### src/rtl/dtc_pkg.sv
// Purpose: Shared constants and types for the dual 8-bit timer block
// Assumes: 100 MHz main clock, registers reached over AHB-Lite
// Notes:   Register offsets are word indices; the byte address is index * 4
package dtc_pkg;

	// Bus geometry
	localparam int unsigned DTC_ADDR_W  = 18;
	localparam int unsigned DTC_IDX_W   = 16;
	localparam int unsigned DTC_BYTE_W  = 8;
	localparam int unsigned DTC_DATA_W  = 32;
	localparam int unsigned DTC_IDX_LSB = 2;

	// Register word indices
	localparam logic [15:0] DTC_IDX_PORT_DIR   = 16'hff26;
	localparam logic [15:0] DTC_IDX_PORT_LATCH = 16'hff06;
	localparam logic [15:0] DTC_IDX_CMP_A      = 16'hff62;
	localparam logic [15:0] DTC_IDX_CNT_A      = 16'hff63;
	localparam logic [15:0] DTC_IDX_TMC_A      = 16'hff65;
	localparam logic [15:0] DTC_IDX_CMP_B      = 16'hff66;
	localparam logic [15:0] DTC_IDX_HIGH_W     = 16'hff67;
	localparam logic [15:0] DTC_IDX_CNT_B      = 16'hff68;
	localparam logic [15:0] DTC_IDX_TMC_B      = 16'hff69;
	localparam logic [15:0] DTC_IDX_TCA        = 16'hff6a;

	// Reset values
	localparam logic [7:0] DTC_RST_TMC   = 8'h00;
	localparam logic [7:0] DTC_RST_TCA   = 8'h00;
	localparam logic [7:0] DTC_RST_CMP   = 8'h00;
	localparam logic [1:0] DTC_RST_DIR   = 2'h3;
	localparam logic [1:0] DTC_RST_LATCH = 2'h0;
	localparam logic [5:0] DTC_DIR_FILL  = 6'h3f;
	localparam logic [7:0] DTC_CNT_ZERO  = 8'h00;
	localparam logic [7:0] DTC_CNT_MAX   = 8'hff;

	// Prescaler tap masks (tick when all masked bits are one)
	localparam logic [7:0] DTC_MASK_DIV1   = 8'h00;
	localparam logic [7:0] DTC_MASK_DIV2   = 8'h01;
	localparam logic [7:0] DTC_MASK_DIV4   = 8'h03;
	localparam logic [7:0] DTC_MASK_DIV8   = 8'h07;
	localparam logic [7:0] DTC_MASK_DIV16  = 8'h0f;
	localparam logic [7:0] DTC_MASK_DIV64  = 8'h3f;
	localparam logic [7:0] DTC_MASK_DIV256 = 8'hff;

	// Count clock select codes
	localparam logic [1:0] DTC_A_SEL_DIV64  = 2'h0;
	localparam logic [1:0] DTC_A_SEL_DIV256 = 2'h1;
	localparam logic [1:0] DTC_A_SEL_BMATCH = 2'h2;
	localparam logic [2:0] DTC_B_SEL_DIV1   = 3'h0;
	localparam logic [2:0] DTC_B_SEL_DIV4   = 3'h1;
	localparam logic [2:0] DTC_B_SEL_DIV2   = 3'h2;
	localparam logic [2:0] DTC_B_SEL_DIV4B  = 3'h3;
	localparam logic [2:0] DTC_B_SEL_DIV8   = 3'h4;
	localparam logic [2:0] DTC_B_SEL_DIV16  = 3'h5;

	// AHB-Lite codes
	localparam logic [1:0] DTC_HTRANS_NONSEQ = 2'h2;
	localparam logic [1:0] DTC_HTRANS_SEQ    = 2'h3;
	localparam logic       DTC_HRESP_OKAY    = 1'b0;

	typedef enum logic [2:0] {
		DTC_MODE_DISCRETE = 3'b000,
		DTC_MODE_PWM      = 3'b010,
		DTC_MODE_CARRIER  = 3'b011,
		DTC_MODE_CASCADE  = 3'b101
	} dtc_mode_t;

	typedef struct packed {
		logic       timer_a_run;
		logic [1:0] rsv6;
		logic [1:0] timer_a_clk_sel;
		logic       rsv2;
		logic       mode_sel_cascade_bit;
		logic       rsv0;
	} dtc_tmc_a_t;

	typedef struct packed {
		logic       timer_b_run;
		logic       rsv6;
		logic [2:0] timer_b_clk_sel;
		logic       mode_sel_high_bit;
		logic       mode_sel_low_bit;
		logic       timer_out_enable;
	} dtc_tmc_b_t;

	typedef struct packed {
		logic [4:0] rsv;
		logic       remote_level_select;
		logic       next_output_data;
		logic       active_output_data;
	} dtc_tca_t;

	typedef struct packed {
		logic [15:0] idx;
		logic        write;
	} dtc_bus_req_t;

endpackage

### src/rtl/dtc_timer.sv
// Purpose: Dual 8-bit timer with cascade, carrier and PWM modes, AHB-Lite slave
// Assumes: Single clock, zero-wait-state slave while ce is high
// Notes:   Port pins are split into in, out and output enable
// Functional notes
// - Timer A run low clears and halts A; high starts it unless cascaded.
// - Timer A clock: main/64, main/256, B match, or carrier/B output.
// - Mode bits 000 discrete, 101 cascade, 011 carrier, 010 PWM only.
// - Cascade ignores timer A run; both halves follow timer B run.
// - Cascade forces timer A clock from timer B overflow carry and the combined match.
// - Timer B run low clears B, and A when cascaded; high starts them.
// - Timer B clock: main /1, /4, /2, /4, /8, /16.
// - Output enable 0 leaves pin to port; 1 routes timer B output.
// - Carrier control is write-only, upper five bits zero, reset 00h.
// - With output data 1, remote bit picks carrier (0) or steady high (1).
// - Next output data copies into active output data on timer A match.
// - Carrier mode: active data 0 drives low, 1 emits carrier.
// - Direction bit 0 drives pin, 1 releases it; reset FFh, bits 2-7 read 1.
// - Both mode control registers reset to 00h: stopped, discrete, no output.
// - Discrete: counter/compare match raises that timer's interrupt, clears it.
// - Cascade: B interrupt only on both matching together; no A interrupt.
// - Carrier and PWM: high-width compare sets B output high duration.
// - Carrier mode: B carrier gated to output in periods set by A.
//
// The AHB-Lite register port was decided locally.
`timescale 1ns/1ns
module dtc_timer
	import dtc_pkg::*;
(
	// Clock, reset, enable
	input  wire logic        clk,
	input  wire logic        rst,
	input  wire logic        ce,
	// AHB-Lite slave
	input  wire logic        hsel,
	input  wire logic [31:0] haddr,
	input  wire logic [1:0]  htrans,
	input  wire logic        hwrite,
	input  wire logic [2:0]  hsize,
	input  wire logic [31:0] hwdata,
	input  wire logic        hready,
	output logic             hreadyout,
	output logic             hresp,
	output logic      [31:0] hrdata,
	// Port 6 pins
	input  wire logic [1:0]  port6_pin_in,
	output logic      [1:0]  port6_pin_out,
	output logic      [1:0]  port6_pin_oe,
	// Timer events
	output logic             timer_a_irq,
	output logic             timer_b_irq
);

	// Registers
	dtc_tmc_a_t   timer_a_mode_control;
	dtc_tmc_b_t   timer_b_mode_control;
	dtc_tca_t     carrier_output_control;
	logic [1:0]   port6_direction;
	logic [1:0]   port6_latch;
	logic [7:0]   timer_a_compare;
	logic [7:0]   timer_b_compare;
	logic [7:0]   high_width_compare;
	logic [7:0]   prescale;
	logic         out_b;
	logic [1:0]   pin_s1;
	logic [1:0]   pin_s2;
	logic [1:0]   pin_s3;
	logic [1:0]   pin_val;
	dtc_bus_req_t req;
	logic         req_valid;

	// Bus decode
	wire          take      = hsel && hready && ce &&
				(htrans == DTC_HTRANS_NONSEQ || htrans == DTC_HTRANS_SEQ);
	wire [15:0]   take_idx  = haddr[DTC_IDX_LSB +: DTC_IDX_W];
	wire          wr_now    = req_valid && req.write && ce;
	wire [7:0]    wbyte     = hwdata[DTC_BYTE_W-1:0];
	wire          wr_tmc_a  = wr_now && req.idx == DTC_IDX_TMC_A;
	wire          wr_tmc_b  = wr_now && req.idx == DTC_IDX_TMC_B;
	wire          wr_tca    = wr_now && req.idx == DTC_IDX_TCA;
	wire          wr_dir    = wr_now && req.idx == DTC_IDX_PORT_DIR;
	wire          wr_latch  = wr_now && req.idx == DTC_IDX_PORT_LATCH;
	wire          wr_cmp_a  = wr_now && req.idx == DTC_IDX_CMP_A;
	wire          wr_cmp_b  = wr_now && req.idx == DTC_IDX_CMP_B;
	wire          wr_high_w = wr_now && req.idx == DTC_IDX_HIGH_W;

	// Mode decode
	wire dtc_mode_t mode = dtc_mode_t'({timer_a_mode_control.mode_sel_cascade_bit,
				timer_b_mode_control.mode_sel_high_bit,
				timer_b_mode_control.mode_sel_low_bit});
	wire          is_cascade = (mode == DTC_MODE_CASCADE);
	wire          is_carrier = (mode == DTC_MODE_CARRIER);
	wire          is_pwm_like = is_carrier || (mode == DTC_MODE_PWM);

	// Run control
	wire          b_run     = timer_b_mode_control.timer_b_run;
	wire          a_run_eff = is_cascade ? b_run
				: timer_a_mode_control.timer_a_run;

	// Prescaler taps
	function automatic logic tap(input logic [7:0] pre, input logic [7:0] mask);
		tap = &(pre | ~mask);
	endfunction

	wire [2:0]    b_sel = timer_b_mode_control.timer_b_clk_sel;
	wire [7:0]    b_mask =
		(b_sel == DTC_B_SEL_DIV4 || b_sel == DTC_B_SEL_DIV4B) ? DTC_MASK_DIV4 :
		(b_sel == DTC_B_SEL_DIV2)  ? DTC_MASK_DIV2 :
		(b_sel == DTC_B_SEL_DIV8)  ? DTC_MASK_DIV8 :
		(b_sel == DTC_B_SEL_DIV16) ? DTC_MASK_DIV16 : DTC_MASK_DIV1;
	wire          b_tick = b_run && tap(prescale, b_mask);

	// Timer B compare and output state
	logic [7:0]   cnt_a;
	logic [7:0]   cnt_b;
	logic         a_eq;
	logic         b_eq;
	wire          bh_eq      = (cnt_b == high_width_compare);
	wire          casc_hit   = a_eq && b_eq;
	wire          b_hit      = is_cascade ? casc_hit :
				is_pwm_like ? (out_b ? bh_eq : b_eq) : b_eq;
	wire          b_match    = b_tick && b_hit;
	wire          b_carry    = is_cascade && b_tick && !b_hit && cnt_b == DTC_CNT_MAX;
	wire          next_out_b = is_pwm_like ? (b_match ? !out_b : out_b)
				: (out_b ^ b_match);
	wire          b_out_rise = next_out_b && !out_b;

	// Timer A count clock
	wire [1:0]    a_sel  = timer_a_mode_control.timer_a_clk_sel;
	wire          a_src  =
		(a_sel == DTC_A_SEL_DIV64)  ? tap(prescale, DTC_MASK_DIV64) :
		(a_sel == DTC_A_SEL_DIV256) ? tap(prescale, DTC_MASK_DIV256) :
		(a_sel == DTC_A_SEL_BMATCH) ? b_match : b_out_rise;
	wire          a_tick = a_run_eff &&
				(is_cascade ? (b_carry || b_match) : a_src);
	wire          a_hit  = is_cascade ? b_match : a_eq;
	wire          a_match = !is_cascade && a_tick && a_eq;

	dtc_counter u_cnt_a (
		.clk   (clk),
		.rst   (rst),
		.ce    (ce),
		.clear (!a_run_eff),
		.tick  (a_tick),
		.hit   (a_hit),
		.cmp   (timer_a_compare),
		.count (cnt_a),
		.equal (a_eq)
	);

	dtc_counter u_cnt_b (
		.clk   (clk),
		.rst   (rst),
		.ce    (ce),
		.clear (!b_run),
		.tick  (b_tick),
		.hit   (b_hit),
		.cmp   (timer_b_compare),
		.count (cnt_b),
		.equal (b_eq)
	);

	// Output path
	wire          active   = carrier_output_control.active_output_data;
	wire          timer_out = is_carrier ?
				(active && (carrier_output_control.remote_level_select || out_b))
				: out_b;
	wire          toe      = timer_b_mode_control.timer_out_enable;
	wire [1:0]    next_pin = {port6_latch[1], toe ? timer_out : port6_latch[0]};

	assign port6_pin_oe = ~port6_direction;
	assign hreadyout    = ce;
	assign hresp        = DTC_HRESP_OKAY;

	// Read mux
	wire [7:0]    rd_port = {DTC_DIR_FILL, port6_direction};
	wire [7:0]    rd_lat  = {DTC_DIR_FILL & 6'h00,
				(port6_direction & pin_val) | (~port6_direction & port6_latch)};
	wire [7:0]    rd_byte =
		(take_idx == DTC_IDX_TMC_A)      ? timer_a_mode_control :
		(take_idx == DTC_IDX_TMC_B)      ? timer_b_mode_control :
		(take_idx == DTC_IDX_PORT_DIR)   ? rd_port :
		(take_idx == DTC_IDX_PORT_LATCH) ? rd_lat :
		(take_idx == DTC_IDX_CMP_A)      ? timer_a_compare :
		(take_idx == DTC_IDX_CMP_B)      ? timer_b_compare :
		(take_idx == DTC_IDX_HIGH_W)     ? high_width_compare :
		(take_idx == DTC_IDX_CNT_A)      ? cnt_a :
		(take_idx == DTC_IDX_CNT_B)      ? cnt_b : DTC_CNT_ZERO;

	// Bus phase tracking
	always_ff @(posedge clk) begin
		if (rst) begin
			req_valid <= 1'b0;
			req       <= '0;
			hrdata    <= '0;
		end else if (ce) begin
			req_valid <= take;
			req       <= '{idx: take_idx, write: hwrite};
			if (take && !hwrite) begin
				hrdata <= {{(DTC_DATA_W - DTC_BYTE_W){1'b0}}, rd_byte};
			end
		end
	end

	// Mode control registers
	always_ff @(posedge clk) begin
		if (rst) begin
			timer_a_mode_control <= DTC_RST_TMC;
			timer_b_mode_control <= DTC_RST_TMC;
		end else if (ce) begin
			if (wr_tmc_a) begin
				timer_a_mode_control      <= wbyte;
				timer_a_mode_control.rsv6 <= '0;
				timer_a_mode_control.rsv2 <= 1'b0;
				timer_a_mode_control.rsv0 <= 1'b0;
			end
			if (wr_tmc_b) begin
				timer_b_mode_control      <= wbyte;
				timer_b_mode_control.rsv6 <= 1'b0;
			end
		end
	end

	// Carrier output control, hardware copy wins over a write
	always_ff @(posedge clk) begin
		if (rst) begin
			carrier_output_control <= DTC_RST_TCA;
		end else if (ce) begin
			if (wr_tca) begin
				carrier_output_control     <= wbyte;
				carrier_output_control.rsv <= '0;
			end
			if (a_match) begin
				carrier_output_control.active_output_data <=
					wr_tca ? wbyte[1] : carrier_output_control.next_output_data;
			end
		end
	end

	// Compare, port and prescaler state
	always_ff @(posedge clk) begin
		if (rst) begin
			timer_a_compare    <= DTC_RST_CMP;
			timer_b_compare    <= DTC_RST_CMP;
			high_width_compare <= DTC_RST_CMP;
			port6_direction    <= DTC_RST_DIR;
			port6_latch        <= DTC_RST_LATCH;
			prescale           <= DTC_CNT_ZERO;
			out_b              <= 1'b0;
			port6_pin_out      <= DTC_RST_LATCH;
			timer_a_irq        <= 1'b0;
			timer_b_irq        <= 1'b0;
		end else if (ce) begin
			if (wr_cmp_a) timer_a_compare <= wbyte;
			if (wr_cmp_b) timer_b_compare <= wbyte;
			if (wr_high_w) high_width_compare <= wbyte;
			if (wr_dir) port6_direction <= wbyte[1:0];
			if (wr_latch) port6_latch <= wbyte[1:0];
			prescale      <= prescale + 8'h01;
			out_b         <= b_run ? next_out_b : 1'b0;
			port6_pin_out <= next_pin;
			timer_a_irq   <= a_match;
			timer_b_irq   <= b_match;
		end
	end

	// Pin input synchroniser
	always_ff @(posedge clk) begin
		if (rst) begin
			pin_s1  <= '0;
			pin_s2  <= '0;
			pin_s3  <= '0;
			pin_val <= '0;
		end else if (ce) begin
			pin_s1 <= port6_pin_in;
			pin_s2 <= pin_s1;
			pin_s3 <= pin_s2;
			for (int i = 0; i < 2; i++) begin
				if (pin_s2[i] == pin_s3[i]) pin_val[i] <= pin_s3[i];
			end
		end
	end
endmodule

### src/rtl/dtc_counter.sv
// Purpose: One 8-bit up counter with compare, cleared on hit or stop
// Assumes: tick and hit come from the same clock domain
// Notes:   Overflow wraps to zero on its own
`timescale 1ns/1ns
module dtc_counter
	import dtc_pkg::*;
(
	// Clock and reset
	input  wire logic       clk,
	input  wire logic       rst,
	input  wire logic       ce,
	// Control
	input  wire logic       clear,
	input  wire logic       tick,
	input  wire logic       hit,
	// Compare
	input  wire logic [7:0] cmp,
	output logic      [7:0] count,
	output logic            equal
);

	assign equal = (count == cmp);

	always_ff @(posedge clk) begin
		if (rst) begin
			count <= DTC_CNT_ZERO;
		end else if (ce) begin
			if (clear || (tick && hit)) begin
				count <= DTC_CNT_ZERO;
			end else if (tick) begin
				count <= count + 8'h01;
			end
		end
	end

endmodule

### config.mk
export PLATFORM = sky130hd
export DESIGN_NAME = dtc_timer
export DESIGN_NICKNAME = d
export VERILOG_FILES = /design/src/rtl/dtc_pkg.sv /design/src/rtl/dtc_timer.sv /design/src/rtl/dtc_counter.sv
export SDC_FILE = /design/constraint.sdc
export NUM_CORES = 1
export LEC_CHECK = 0
export ABC_AREA = 1
export BUFFER_PORTS_ARGS = -buffer_cell sky130_fd_sc_hd__buf_4
export CAP_MARGIN = 20
export CORE_MARGIN = 2
export CORE_UTILIZATION = 38
export CTS_BUF_LIST = sky130_fd_sc_hd__clkbuf_16
export DETAILED_ROUTE_END_ITERATION = 8
export HOLD_SLACK_MARGIN = 0.12
export PLACE_DENSITY = 0.61
export SLEW_MARGIN = 20
export SYNTH_ARGS = -nofsm -noshare
export SYNTH_HDL_FRONTEND = slang
export SYNTH_SLANG_ARGS = --single-unit
### constraint.sdc
create_clock -name clk -period 3.3 [get_ports clk]
set_input_delay 0.495 -clock clk [delete_from_list [all_inputs] [get_ports clk]]
set_output_delay 0.495 -clock clk [all_outputs]
set_load 0.02 [all_outputs]
==> impl_metrics.yaml <==
sta:
  setup_viol: 0
  fin_crit_ns: 2.206
  layout_worst_path_cycle_share_pct: 66.85
  rsz0062_at_grt: "false"
  hold_viol_final: 0
  drv_slew: 0
  tightest_slew_ns: 0.7000
  worst_hold_slack_ns: 0.3592
  setup_ws_ns: 1.094
  finalClockSkew_ns: 0.01104
  setup-tns-final_ns: 0
  maxSlewHeadroom_pct: 52.94
  max_freq_mhz: 453.3
power:
  power_mw: 2.543
  p_seq_share_pct: 51.5
  power_density_nw_per_um2: 385.9
  internal-power_mw: 1.871
  irDropWorstVdd_mv: 0.2321
  netSwitchingFraction_pct: 26.45
  p_sw_mw: 0.6728
  clock_power_share_pct: 40.6
  p_comb_share_pct: 7.9
  leakagePower_nw: 2.698
synth:
  synth-async-reset-ratio_pct: 0
  ys_ff_latch: 105
  ys_types: 45
  syn_area_sq_um: 5879
  yosysWarnings: 0
  avgSynthCellArea_sq_um: 6.712
  synth_ff_type: "dfxtp_1"
  syn_inst: 876
  ys_seq_area_share_pct: 35.75
  synth_edf_count: 0
die:
  die_height_microns: 128.4
  core_area_sq_um: 15150
  start_util_pct: 38.82
  die-area_sq_um: 16480
  placementRows: 45
  die_w_microns: 128.4
  io_pins: 117
placed_design:
  place_area_sq_um: 6312
  place_hpwl_microns: 12030
  placedCellCount: 1093
  io_buffers: 47
  dp_slack_ns: 0.8889
  gp_routability_congestion: 0.8774
route:
  first_iter_violations: 317
  drc_errors: 0
  vias: 5487
  wl_microns: 15680
  ant_nets: 0
  routed_via_density: 4.948
  drt_first_pass_iters: 6
  wire_per_inst_microns: 14.14
setup_path:
  crit_path_frequent_cell: "nand2_1"
  crit_required_ns: 3.55
  critPathArrivalTime_ns: 2.46
  worstSetupPathType: "register to register"
  r2r_slack_ns: 1.09
  slowest_stage: "dfxtp_1"
  critical_path.cell_chain: "inv_2, nand2_1, nand2_1, nor2_1, nand2_1, nor2_4, nand2_2, o211ai_2, nand2_2, a21oi_4, nand3_1, nand2_1, nor2_2"
  max_stage_delay_ns: 0.55
  startpoint_type: "register"
  end_kind: "register"
  cp_max_fo: 8
global_route:
  grt_util_met3_pct: 2.245
  antenna_found_initial: 0
  grt_pass1_vias: 4911
  grt_pass1_wl_microns: 25700
  gr-usage-met1_pct: 26.86
  gr-max-usage-layer: "met2"
  grt.overflow.total: 0
  grt_use_met2_pct: 32.73
  grt_max_degree: 59
  gr-usage-all-layers_pct: 20.02
layout:
  num-nets-final: 996
  fin_cells: 1109
  post-route-util_pct: 43.52
  syn_to_final_growth_pct: 12.11
  fin_area_sq_um: 6591
  drive_gt1_share_pct: 14.44
  antenna_cells: 0
job:
  cap_violations: 0
clock_tree:
  cts.hold.buffers_added: 0
  cts_root_buf: "clkbuf_16"
  clock_sinks: 105
  cts_max_level: 3
  cts_resized: 0
  cts_made_buffers: 9
  path_clk_slew_ns: 0.07
  clk_latency_ns: 0.36
  cts_setup_buffers: 0
  cts_max_path_buffers: 2
  cts_tree: "built"
worst_hold_path:
  hold_path.class: "input port to register"
outcome:
  status: "complete, no violations"
==> cell usage in the layout (no fill, tap or decap), types with 9 or more instances in the layout <==
cell type  count
nand2_1      197
nor2_1       112
dfxtp_1      105
inv_1         95
buf_4         57
o21ai_0       56
a21oi_1       49
nand3_1       40
a211oi_1      36
inv_2         25
conb_1        25
nand4_1       18
nor3_1        10
clkbuf_16      9
==> power groups by stage <==
stage          Clock (mW)  Combinational, mW  Sequential [mW]
2_1_floorplan           0              0.153             1.33
3_3_place_gp            0              0.200             1.34
3_5_place_dp            0              0.201             1.34
4_1_cts              1.06              0.202             1.31
5_1_grt              1.11              0.226             1.31
6_report             1.03              0.201             1.31
==> critical path, delay by kind of cell, from the launching register on <==
family / cells / cell delay (ns)
buffers and inverters: 1 / 0.11
AND/OR/NAND/NOR: 10 / 0.93
AO/OA/AOI/OAI: 2 / 0.52
flip-flops: 1 / 0.55
==> path summary, 6_finish.rpt <==
| check | startpoint | to | cells past startpoint |
|---|---|---|---|
| max | u_cnt_b.count[5] | u_cnt_a.count[3] | 13 |
| min | port6_pin_in[0] | pin_s1[0] | 3 |
| max reg2reg | u_cnt_b.count[5] | u_cnt_a.count[3] | 13 |
| min reg2reg | carrier_output_control[2] | carrier_output_control[2] | 2 |
==> registers in the layout (all words and copies together) (netlist names), 2 cells and up <==
register and count:
pin_s3 2, pin_val 2, prescale 8, carrier_output_control 2, pin_s2 2, b_sel 3
hrdata 8, port6_pin_out 2, u_cnt_b.count 8, timer_b_compare 8, a_sel 2, port6_latch 2
pin_s1 2, req 17, mode 3, u_cnt_a.count 8, timer_a_compare 8, port6_direction 2
high_width_compare 8
==> Yosys cell counts (all sizes together) (3+ instances only) <==
cell    count  area, sq um
o21bai      4        30.03
o221ai      3        26.28
nand3      42        220.2
clkbuf     18        77.57
a211oi     36        270.3
inv       120        450.4
o21ai      64        327.8
nor3       14        90.09
ha          3        37.54
nor3b       3        22.52
o211ai      5        42.54
nor2      122        498.0
buf        34        242.7
dfxtp     105         2102
a21oi      50        261.5
nand2     206        805.8
nor4       10        90.08
xor2        7        61.31
nand4      20        155.2
==> metal layers <==
layer	vias up	share of wire, %	wire, microns
met2	109	47	7331
li1	2890	-	-
met4	0	2.7	419
met1	2467	47	7441
met3	21	3.1	487
met5	-	0	0
==> cells by family (layout without fill, tap and decap cells) <==
logic type	after synthesis	count (layout)	synth area share (%)
other	1	25	0.06378
and+or+nand+nor	422	422	32.58
DFF	105	105	35.75
buffers and inverters	173	194	13.17
adders and majority gates	3	3	0.6385
xor gates and xnor gates	7	7	1.043
AOI/OAI and AO/OA	165	165	16.75
==> area by class of cell <==
type | instances | area (sq um)
clock buffers | 9 | 225.2
clock inverters | 7 | 53.80
fillers | 1582 | 8554
inverters | 121 | 454.2
multi-input cells | 622 | 3093
flip-flops and latches | 105 | 2102
well taps | 188 | 235.2
repair buffers | 57 | 427.9
Note: power is estimated with default switching activity, not from simulation.
